<file path="config.mk">
export PLATFORM = sky130hd
export DESIGN_NAME = sfms_top
export DESIGN_NICKNAME = d
export VERILOG_FILES = /design/src/verilog/sfms_pkg.sv /design/src/verilog/sfms_top.sv
export VERILOG_INCLUDE_DIRS = /design/src /design/src/verilog
export SDC_FILE = /design/constraint.sdc
export NUM_CORES = 1
export LEC_CHECK = 0
export ABC_CLOCK_PERIOD_IN_PS = 6360
export BUFFER_PORTS_ARGS = -buffer_cell sky130_fd_sc_hd__buf_2
export CORE_MARGIN = 5
export CORE_UTILIZATION = 26
export DETAILED_ROUTE_END_ITERATION = 8
export GPL_ROUTABILITY_DRIVEN = 0
export PLACE_DENSITY_LB_ADDON = 0.08
export SLEW_MARGIN = 20
export SYNTH_ARGS = -nofsm -noshare
export SYNTH_HDL_FRONTEND = slang
export SYNTH_SLANG_ARGS = --single-unit
</file>
<file path="constraint.sdc">
create_clock -name mclk -period 6.36 [get_ports mclk]
set_input_delay 0 -clock mclk [delete_from_list [all_inputs] [get_ports mclk]]
set_output_delay 0 -clock mclk [all_outputs]
set_load 0.03 [all_outputs]
</file>
<file path="src/verilog/sfms_map.svh">
// Constants of the supply fault and mode sequencer
//
// Operation
// - After power-up: await first service, main rail on, second rail off, transceiver on.
// - No timer configuration write within 350ms: pulse reset, re-enter await mode.
// - Watchdog flag output held low while awaiting first service and during retries.
// - First service: normal mode, second rail on, flag released, reset output high.
// - Missed refresh in normal mode: pulse reset, return to await mode.
// - Undervoltage with stop selected: reset mode, reset and interrupt low, flag high.
// - Stop case: when undervoltage clears, restart in await mode.
// - Undervoltage, sleep selected, supply-loss clear: stay in reset mode 100ms.
// - During that timed reset: reset and interrupt low, watchdog flag high.
// - After the 100ms: sleep mode, main and second rails off.
`ifndef SFMS_MAP_SVH
`define SFMS_MAP_SVH

// ----------------------------------------
// Timing
// ----------------------------------------
`define SFMS_CLK_PERIOD_NS   10
`define SFMS_MS_NS           1000000
`define SFMS_FIRST_SVC_MS    350
`define SFMS_SLEEP_RST_MS    100
`define SFMS_REFRESH_MS      50
`define SFMS_RST_PULSE_MS    1
`define SFMS_MS_W            9
`define SFMS_TICK_W          20

// ----------------------------------------
// Register map (byte addresses)
// ----------------------------------------
`define SFMS_ADR_W           5
`define SFMS_OFF_TIMER_CFG   5'h00
`define SFMS_OFF_CTRL        5'h04
`define SFMS_OFF_STATUS      5'h08
`define SFMS_OFF_IRQ_STAT    5'h0C
`define SFMS_OFF_IRQ_MASK    5'h10

// ----------------------------------------
// Fields and reset values
// ----------------------------------------
`define SFMS_TCFG_W          8
`define SFMS_TCFG_RST        8'h00
`define SFMS_CTRL_LP_BIT     0
`define SFMS_IRQ_W           4
`define SFMS_IRQ_SVC         0
`define SFMS_IRQ_WDTO        1
`define SFMS_IRQ_UV          2
`define SFMS_IRQ_SLEEP       3
`define SFMS_IRQ_RST         4'h0
`define SFMS_STAT_UV_BIT     3
`define SFMS_STAT_LOSS_BIT   4

`endif

</file>
<file path="src/verilog/sfms_pkg.sv">
// Types of the supply fault and mode sequencer
package sfms_pkg;

   // Gray codes along await -> normal -> pulse and sleep reset -> sleep; every sleep reset entry and normal -> reset mode change more than one bit
   typedef enum logic [2:0] {
      SFMS_AWAIT   = 3'h0,
      SFMS_NORMAL  = 3'h1,
      SFMS_WD_RST  = 3'h3,
      SFMS_UV_RST  = 3'h2,
      SFMS_SLP_RST = 3'h6,
      SFMS_SLEEP   = 3'h7
   } sfms_state_t;

   typedef struct packed {
      logic main_rail_en;
      logic second_supply_rail;
      logic transmit_receive_state;
      logic rst_out_n;
      logic int_n;
      logic watchdog_flag_n;
   } sfms_pins_t;

endpackage

</file>
<file path="src/verilog/sfms_top.sv">
// Supply fault and mode sequencer with Wishbone register slave
//
// Decided for this implementation: the Wishbone slave port and the placing of the registers.
`timescale 1ns/100ps
`default_nettype none
`include "sfms_map.svh"

module sfms_top
   import sfms_pkg::*;
#(
   parameter int TICK_CYC     = `SFMS_MS_NS / `SFMS_CLK_PERIOD_NS,
   parameter int FIRST_SVC_MS = `SFMS_FIRST_SVC_MS,
   parameter int SLEEP_RST_MS = `SFMS_SLEEP_RST_MS,
   parameter int REFRESH_MS   = `SFMS_REFRESH_MS,
   parameter int RST_PULSE_MS = `SFMS_RST_PULSE_MS
) (
   input  wire logic                   mclk,
   input  wire logic                   rst_n,
   input  wire logic                   wb_cyc_i,
   input  wire logic                   wb_stb_i,
   input  wire logic                   wb_we_i,
   input  wire logic [`SFMS_ADR_W-1:0] wb_adr_i,
   input  wire logic [3:0]             wb_sel_i,
   input  wire logic [31:0]            wb_dat_i,
   output logic      [31:0]            wb_dat_o,
   output logic                        wb_ack_o,
   input  wire logic                   main_uv_pin,
   input  wire logic                   supply_loss_pin,
   output sfms_pins_t                  pins,
   output logic                        irq
);

   // ----------------------------------------
   // Helpers
   // ----------------------------------------
   function automatic logic [`SFMS_MS_W-1:0] ms_lim(input int ms);
      ms_lim = `SFMS_MS_W'(ms - 1);
   endfunction

   function automatic logic hit(input logic [`SFMS_ADR_W-1:0] off);
      hit = (wb_adr_i == off);
   endfunction

   // ----------------------------------------
   // Input synchronisers
   // ----------------------------------------
   logic uv_m_r;
   logic uv_s_r;
   logic loss_m_r;
   logic loss_s_r;

   always_ff @(posedge mclk or negedge rst_n) begin
      if (!rst_n) begin
         uv_m_r   <= 1'b0;
         uv_s_r   <= 1'b0;
         loss_m_r <= 1'b0;
         loss_s_r <= 1'b0;
      end else begin
         uv_m_r   <= main_uv_pin;
         uv_s_r   <= uv_m_r;
         loss_m_r <= supply_loss_pin;
         loss_s_r <= loss_m_r;
      end
   end

   // ----------------------------------------
   // Wishbone slave
   // ----------------------------------------
   logic                    ack_r;
   logic                    ack_nxt;
   logic [31:0]             rdat_r;
   logic [31:0]             rdat_nxt;
   logic [`SFMS_TCFG_W-1:0] tcfg_r;
   logic [`SFMS_TCFG_W-1:0] tcfg_nxt;
   logic                    lp_sleep_r;
   logic                    lp_sleep_nxt;
   logic [`SFMS_IRQ_W-1:0]  istat_r;
   logic [`SFMS_IRQ_W-1:0]  istat_nxt;
   logic [`SFMS_IRQ_W-1:0]  imask_r;
   logic [`SFMS_IRQ_W-1:0]  imask_nxt;
   logic [`SFMS_IRQ_W-1:0]  ievt;
   logic                    wr_take;
   logic                    svc_wr;
   sfms_state_t             state_r;

   // A write lands on the edge where the master sees ack
   assign wr_take = wb_cyc_i & wb_stb_i & wb_we_i & ack_r;
   assign svc_wr  = wr_take & hit(`SFMS_OFF_TIMER_CFG) & wb_sel_i[0];

   always_comb begin
      ack_nxt      = wb_cyc_i & wb_stb_i & ~ack_r;
      rdat_nxt     = rdat_r;
      tcfg_nxt     = tcfg_r;
      lp_sleep_nxt = lp_sleep_r;
      imask_nxt    = imask_r;
      istat_nxt    = istat_r;
      if (ack_nxt) begin
         rdat_nxt = 32'h0;
         case (wb_adr_i)
            `SFMS_OFF_TIMER_CFG: begin
               rdat_nxt[`SFMS_TCFG_W-1:0] = tcfg_r;
            end
            `SFMS_OFF_CTRL: begin
               rdat_nxt[`SFMS_CTRL_LP_BIT] = lp_sleep_r;
            end
            `SFMS_OFF_STATUS: begin
               rdat_nxt[2:0]                 = state_r;
               rdat_nxt[`SFMS_STAT_UV_BIT]   = uv_s_r;
               rdat_nxt[`SFMS_STAT_LOSS_BIT] = loss_s_r;
            end
            `SFMS_OFF_IRQ_STAT: begin
               rdat_nxt[`SFMS_IRQ_W-1:0] = istat_r;
            end
            `SFMS_OFF_IRQ_MASK: begin
               rdat_nxt[`SFMS_IRQ_W-1:0] = imask_r;
            end
            default: begin
               rdat_nxt = 32'h0;
            end
         endcase
      end
      if (wr_take && wb_sel_i[0]) begin
         case (wb_adr_i)
            `SFMS_OFF_TIMER_CFG: begin
               tcfg_nxt = wb_dat_i[`SFMS_TCFG_W-1:0];
            end
            `SFMS_OFF_CTRL: begin
               lp_sleep_nxt = wb_dat_i[`SFMS_CTRL_LP_BIT];
            end
            `SFMS_OFF_IRQ_STAT: begin
               istat_nxt = istat_r & ~wb_dat_i[`SFMS_IRQ_W-1:0];
            end
            `SFMS_OFF_IRQ_MASK: begin
               imask_nxt = wb_dat_i[`SFMS_IRQ_W-1:0];
            end
            default: begin
               istat_nxt = istat_nxt;
            end
         endcase
      end
      // Set wins over a clear in the same cycle
      istat_nxt = istat_nxt | ievt;
   end

   always_ff @(posedge mclk or negedge rst_n) begin
      if (!rst_n) begin
         ack_r      <= 1'b0;
         rdat_r     <= 32'h0;
         tcfg_r     <= `SFMS_TCFG_RST;
         lp_sleep_r <= 1'b0;
         istat_r    <= `SFMS_IRQ_RST;
         imask_r    <= `SFMS_IRQ_RST;
      end else begin
         ack_r      <= ack_nxt;
         rdat_r     <= rdat_nxt;
         tcfg_r     <= tcfg_nxt;
         lp_sleep_r <= lp_sleep_nxt;
         istat_r    <= istat_nxt;
         imask_r    <= imask_nxt;
      end
   end

   assign wb_ack_o = ack_r;
   assign wb_dat_o = rdat_r;
   assign irq      = |(istat_r & imask_r);

   // ----------------------------------------
   // Millisecond timebase
   // ----------------------------------------
   // Restarted on each state change or service, so every
   // interval lasts whole milliseconds, never a fraction less.
   logic [`SFMS_TICK_W-1:0] tick_r;
   logic [`SFMS_TICK_W-1:0] tick_nxt;
   logic [`SFMS_MS_W-1:0]   ms_r;
   logic [`SFMS_MS_W-1:0]   ms_nxt;
   logic                    ms_tick;
   logic                    restart;
   sfms_state_t             state_nxt;

   assign ms_tick = (tick_r == `SFMS_TICK_W'(TICK_CYC - 1));
   assign restart = (state_nxt != state_r) | svc_wr;

   always_comb begin
      tick_nxt = ms_tick ? '0 : tick_r + 1'b1;
      ms_nxt   = ms_tick ? ms_r + 1'b1 : ms_r;
      if (restart) begin
         tick_nxt = '0;
         ms_nxt   = '0;
      end
   end

   always_ff @(posedge mclk or negedge rst_n) begin
      if (!rst_n) begin
         tick_r <= '0;
         ms_r   <= '0;
      end else begin
         tick_r <= tick_nxt;
         ms_r   <= ms_nxt;
      end
   end

   // ----------------------------------------
   // Mode sequencer
   // ----------------------------------------
   logic uv_fault;
   logic to_sleep;

   assign uv_fault = uv_s_r;
   assign to_sleep = lp_sleep_r & ~loss_s_r;

   always_comb begin
      state_nxt = state_r;
      ievt      = `SFMS_IRQ_RST;
      case (state_r)
         SFMS_AWAIT: begin
            if (uv_fault) begin
               state_nxt = to_sleep ? SFMS_SLP_RST : SFMS_UV_RST;
            end else if (svc_wr) begin
               state_nxt = SFMS_NORMAL;
            end else if (ms_tick && ms_r == ms_lim(FIRST_SVC_MS)) begin
               state_nxt = SFMS_WD_RST;
            end
         end
         SFMS_NORMAL: begin
            if (uv_fault) begin
               state_nxt = to_sleep ? SFMS_SLP_RST : SFMS_UV_RST;
            end else if (!svc_wr && ms_tick && ms_r == ms_lim(REFRESH_MS)) begin
               state_nxt = SFMS_WD_RST;
            end
         end
         SFMS_WD_RST: begin
            if (uv_fault) begin
               state_nxt = to_sleep ? SFMS_SLP_RST : SFMS_UV_RST;
            end else if (ms_tick && ms_r == ms_lim(RST_PULSE_MS)) begin
               state_nxt = SFMS_AWAIT;
            end
         end
         SFMS_UV_RST: begin
            if (!uv_fault) begin
               state_nxt = SFMS_AWAIT;
            end
         end
         SFMS_SLP_RST: begin
            if (ms_tick && ms_r == ms_lim(SLEEP_RST_MS)) begin
               state_nxt = SFMS_SLEEP;
            end
         end
         SFMS_SLEEP: begin
            state_nxt = SFMS_SLEEP;
         end
         default: begin
            state_nxt = SFMS_AWAIT;
         end
      endcase
      if (state_r == SFMS_AWAIT && state_nxt == SFMS_NORMAL) begin
         ievt[`SFMS_IRQ_SVC] = 1'b1;
      end
      if (state_nxt == SFMS_WD_RST && state_r != SFMS_WD_RST) begin
         ievt[`SFMS_IRQ_WDTO] = 1'b1;
      end
      if ((state_nxt == SFMS_UV_RST || state_nxt == SFMS_SLP_RST) &&
          state_r != SFMS_UV_RST && state_r != SFMS_SLP_RST) begin
         ievt[`SFMS_IRQ_UV] = 1'b1;
      end
      if (state_nxt == SFMS_SLEEP && state_r != SFMS_SLEEP) begin
         ievt[`SFMS_IRQ_SLEEP] = 1'b1;
      end
   end

   // ----------------------------------------
   // Pin drive, registered from the next state
   // ----------------------------------------
   sfms_pins_t pins_r;
   sfms_pins_t pins_nxt;

   always_comb begin
      pins_nxt.main_rail_en           = 1'b1;
      pins_nxt.second_supply_rail     = 1'b0;
      pins_nxt.transmit_receive_state = 1'b0;
      pins_nxt.rst_out_n              = 1'b1;
      pins_nxt.int_n                  = 1'b1;
      pins_nxt.watchdog_flag_n        = 1'b1;
      case (state_nxt)
         SFMS_AWAIT: begin
            pins_nxt.transmit_receive_state = 1'b1;
            pins_nxt.watchdog_flag_n        = 1'b0;
         end
         SFMS_NORMAL: begin
            pins_nxt.second_supply_rail     = 1'b1;
            pins_nxt.transmit_receive_state = 1'b1;
         end
         SFMS_WD_RST: begin
            pins_nxt.rst_out_n       = 1'b0;
            pins_nxt.watchdog_flag_n = 1'b0;
         end
         SFMS_UV_RST, SFMS_SLP_RST: begin
            pins_nxt.rst_out_n = 1'b0;
            pins_nxt.int_n     = 1'b0;
         end
         SFMS_SLEEP: begin
            pins_nxt.main_rail_en = 1'b0;
         end
         default: begin
            pins_nxt.rst_out_n = 1'b0;
         end
      endcase
   end

   always_ff @(posedge mclk or negedge rst_n) begin
      if (!rst_n) begin
         state_r                       <= SFMS_AWAIT;
         pins_r.main_rail_en           <= 1'b1;
         pins_r.second_supply_rail     <= 1'b0;
         pins_r.transmit_receive_state <= 1'b1;
         pins_r.rst_out_n              <= 1'b1;
         pins_r.int_n                  <= 1'b1;
         pins_r.watchdog_flag_n        <= 1'b0;
      end else begin
         state_r <= state_nxt;
         pins_r  <= pins_nxt;
      end
   end

   assign pins = pins_r;

endmodule

`default_nettype wire
</file>
==> flow_summary.json <==
{
  "outcome": "complete, no violations",
  "leakage_nw": 1.939,
  "antenna_found_initial": 0,
  "first_pass_iters": 4,
  "ant_nets": 0,
  "min_path_type": "primary input to flop",
  "yosys-top-cells-count": "dfrtp_1, nand2_1, buf_4, xor2_1",
  "yosys_warnings": 0,
  "drv_slew": 0,
  "cts_buffers": 9,
  "insertedDiodeCount": 0,
  "cts.htree.levels": 3,
  "grt_pass1_vias": 2756,
  "initial_core_util_pct": 26.31,
  "yosysSeqAreaShare_pct": 46.91,
  "cts.sinks": 68,
  "finalSetupViolations": 0,
  "syn_area_um2": 3638,
  "slew_headroom_pct": 36.55,
  "track_usage_pct": 11.87,
  "clockRootBuffer": "clkbuf_16",
  "grt_setup_unrepaired": "no",
  "design_area_um2": 4309,
  "cp.required_ns": 6.53,
  "dpl_cell_area_um2": 3904,
  "syn_area_per_cell_um2": 10.40,
  "cp_max_fo": 20,
  "drive_gt1_share_pct": 23.44,
  "num_io_pins": 88,
  "pre_cts_ws_ns": 3.347,
  "vias_per_cell": 4.633,
  "yosysTopAreaCellShare_pct": 44.02,
  "min_period_over_period_pct": 47.21,
  "clk_latency_ns": 0.34,
  "final_core_util_pct": 31.16,
  "die_area_um2": 16460,
  "area_delta_synth_final_pct": 18.43,
  "synth_edf_count": 0,
  "ir_drop_mv": 0.1312,
  "grt_first_pass_wirelength_mm": 15.12,
  "die_w_um": 128.3,
  "clk_pin_slew_ns": 0.06,
  "die_h_um": 128.3,
  "synth.top_cells.by_area": "dfrtp_1, buf_4, nand2_1, xor2_1, mux2_2",
  "drt_iter0_drc": 206,
  "dpl.hpwl_mm": 6.218,
  "clk_path_buf_depth": 2,
  "yosysMostFrequentCell": "dfrtp_1",
  "fmax_ghz": 0.3331,
  "row_count": 43,
  "synth_cells": 350,
  "finalHoldViolCount": 0,
  "post_cts_buffers": 0,
  "ys_async_sr_fraction_pct": 100.0,
  "vias": 2692,
  "overflow": 0,
  "io_buffers": 36,
  "wirelength_mm": 9.348,
  "cts_resized": 0,
  "core-area_um2": 13830,
  "synth_top_area_cell": "dfrtp_1",
  "worst_slack_ns": 3.358,
  "min_period_ns": 3.002,
  "crit_type": "flop to flop",
  "worstPathArrival_ns": 3.17,
  "grt_max_degree": 69,
  "whs_ns": 0.08324,
  "setup_tns_ns": 0,
  "worst_slew_pin_slew_ns": 0.9518,
  "cap_violations": 0,
  "cts_tree": "yes",
  "powerDensity_nw_per_um2": 239.9,
  "endpoint_kind": "flop",
  "ys.flop_type": "dfrtp_1",
  "drc": 0,
  "wl_per_cell_um": 16.09,
  "final_nets": 448,
  "synth.distinct_cells": 56,
  "clock_skew_ns": 0.006102,
  "ys_ff_latch": 68,
  "cts_hold_buf": 11,
  "start_kind": "flop"
}
## logic make-up (layout without fill, tap and decap cells)
family,after synthesis,in the layout,synth area share (%)
XOR/XNOR,26,26,6.259
AO/OA/AOI/OAI,60,60,14.48
other,1,24,0.1031
buffers and inverters,48,76,7.875
multiplexers,14,14,4.298
adder cells (fa/ha/maj),4,4,1.376
flip-flops,68,68,46.91
AND/OR/NAND/NOR,129,129,18.71
## critical path, cell delays in order (launching register included)
cell and delay (ns):
dfrtp_1 0.39, ha_1 0.22, nand4_1 0.41, nor2_1 0.86, a21o_1 0.84, a211oi_1 0.10
## layout by cell type, fill, tap and decap left out, types with 5 or more instances in the layout
master / synthesis / layout
dfrtp_1: 64 / 64
nand2_1: 45 / 45
buf_2: 4 / 36
conb_1: 1 / 24
xor2_1: 18 / 18
nand3_1: 16 / 16
a211oi_1: 16 / 16
nor2_1: 15 / 15
mux2_2: 13 / 13
a211oi_2: 11 / 11
dlygate4sd3_1: 0 / 11
inv_1: 10 / 10
clkbuf_16: 0 / 9
nand4_1: 8 / 8
nor3_1: 8 / 8
xnor2_1: 8 / 8
and2_1: 7 / 7
and3_1: 6 / 6
a21oi_1: 5 / 5
a22o_1: 5 / 5
## report_power, final
part           switching [W]  internal [W]  leakage [nW]  total (W)
Combinational      0.0000582     0.0000218         0.899  0.0000800
Sequential        0.00000922      0.000444         0.905   0.000453
Clock               0.000198      0.000303         0.135   0.000501
## final timing paths
path / startpoint / endpoint / slack (ns) / cells past startpoint
setup / recovery: tick_r[0] / tick_r[2] / 3.36 / 5
hold / removal: wb_adr_i[4] / wb_dat_o[3] / 0.08 / 3
setup reg to reg: tick_r[0] / tick_r[2] / 3.36 / 5
hold reg to reg: loss_m_r / loss_s_r / 0.34 / 0
max in group asynchronous: rst_n / wb_dat_o[1] / 5.33 / 3
min in group asynchronous: rst_n / wb_dat_o[0] / 0.40 / 3
## registers in the layout (all words and copies together), names as in the netlist
name        cells
lp_sleep_r      1
tcfg_r          8
uv_m_r          1
ms_r            9
loss_m_r        1
tick_r         20
uv_fault        1
wb_ack_o        1
imask_r         4
istat_r         4
wb_dat_o        8
state_r         3
loss_s_r        1
pins            6
## area by class of cell
class                   instances  area, um2
clock buffers                  10      229.0
flip-flops and latches         68       1707
multi-input cells             257       1732
clock inverters                 6      66.31
repair buffers                 50      312.8
inverters                      10      37.54
well taps                     180      225.2
fillers                      1453       9518
## metal layers
metal	part of all wire, %	up-vias	track usage [%]
met4	1.3	0	3.496
met2	47	71	19.03
met5	0	-	0
li1	-	1308	-
met1	46	1300	15.14
met3	5.9	13	4.083
## stage by stage
step / cells / total power [W]
after CTS: 581 / 0.001056
final: 581 / 0.001034
after global placement: 554 / 0.0005368
after floorplan: 373 / 0.0005182
after detailed placement: 554 / 0.0005364
after global routing: 581 / 0.001085
Power figures use the tool's default switching activity.
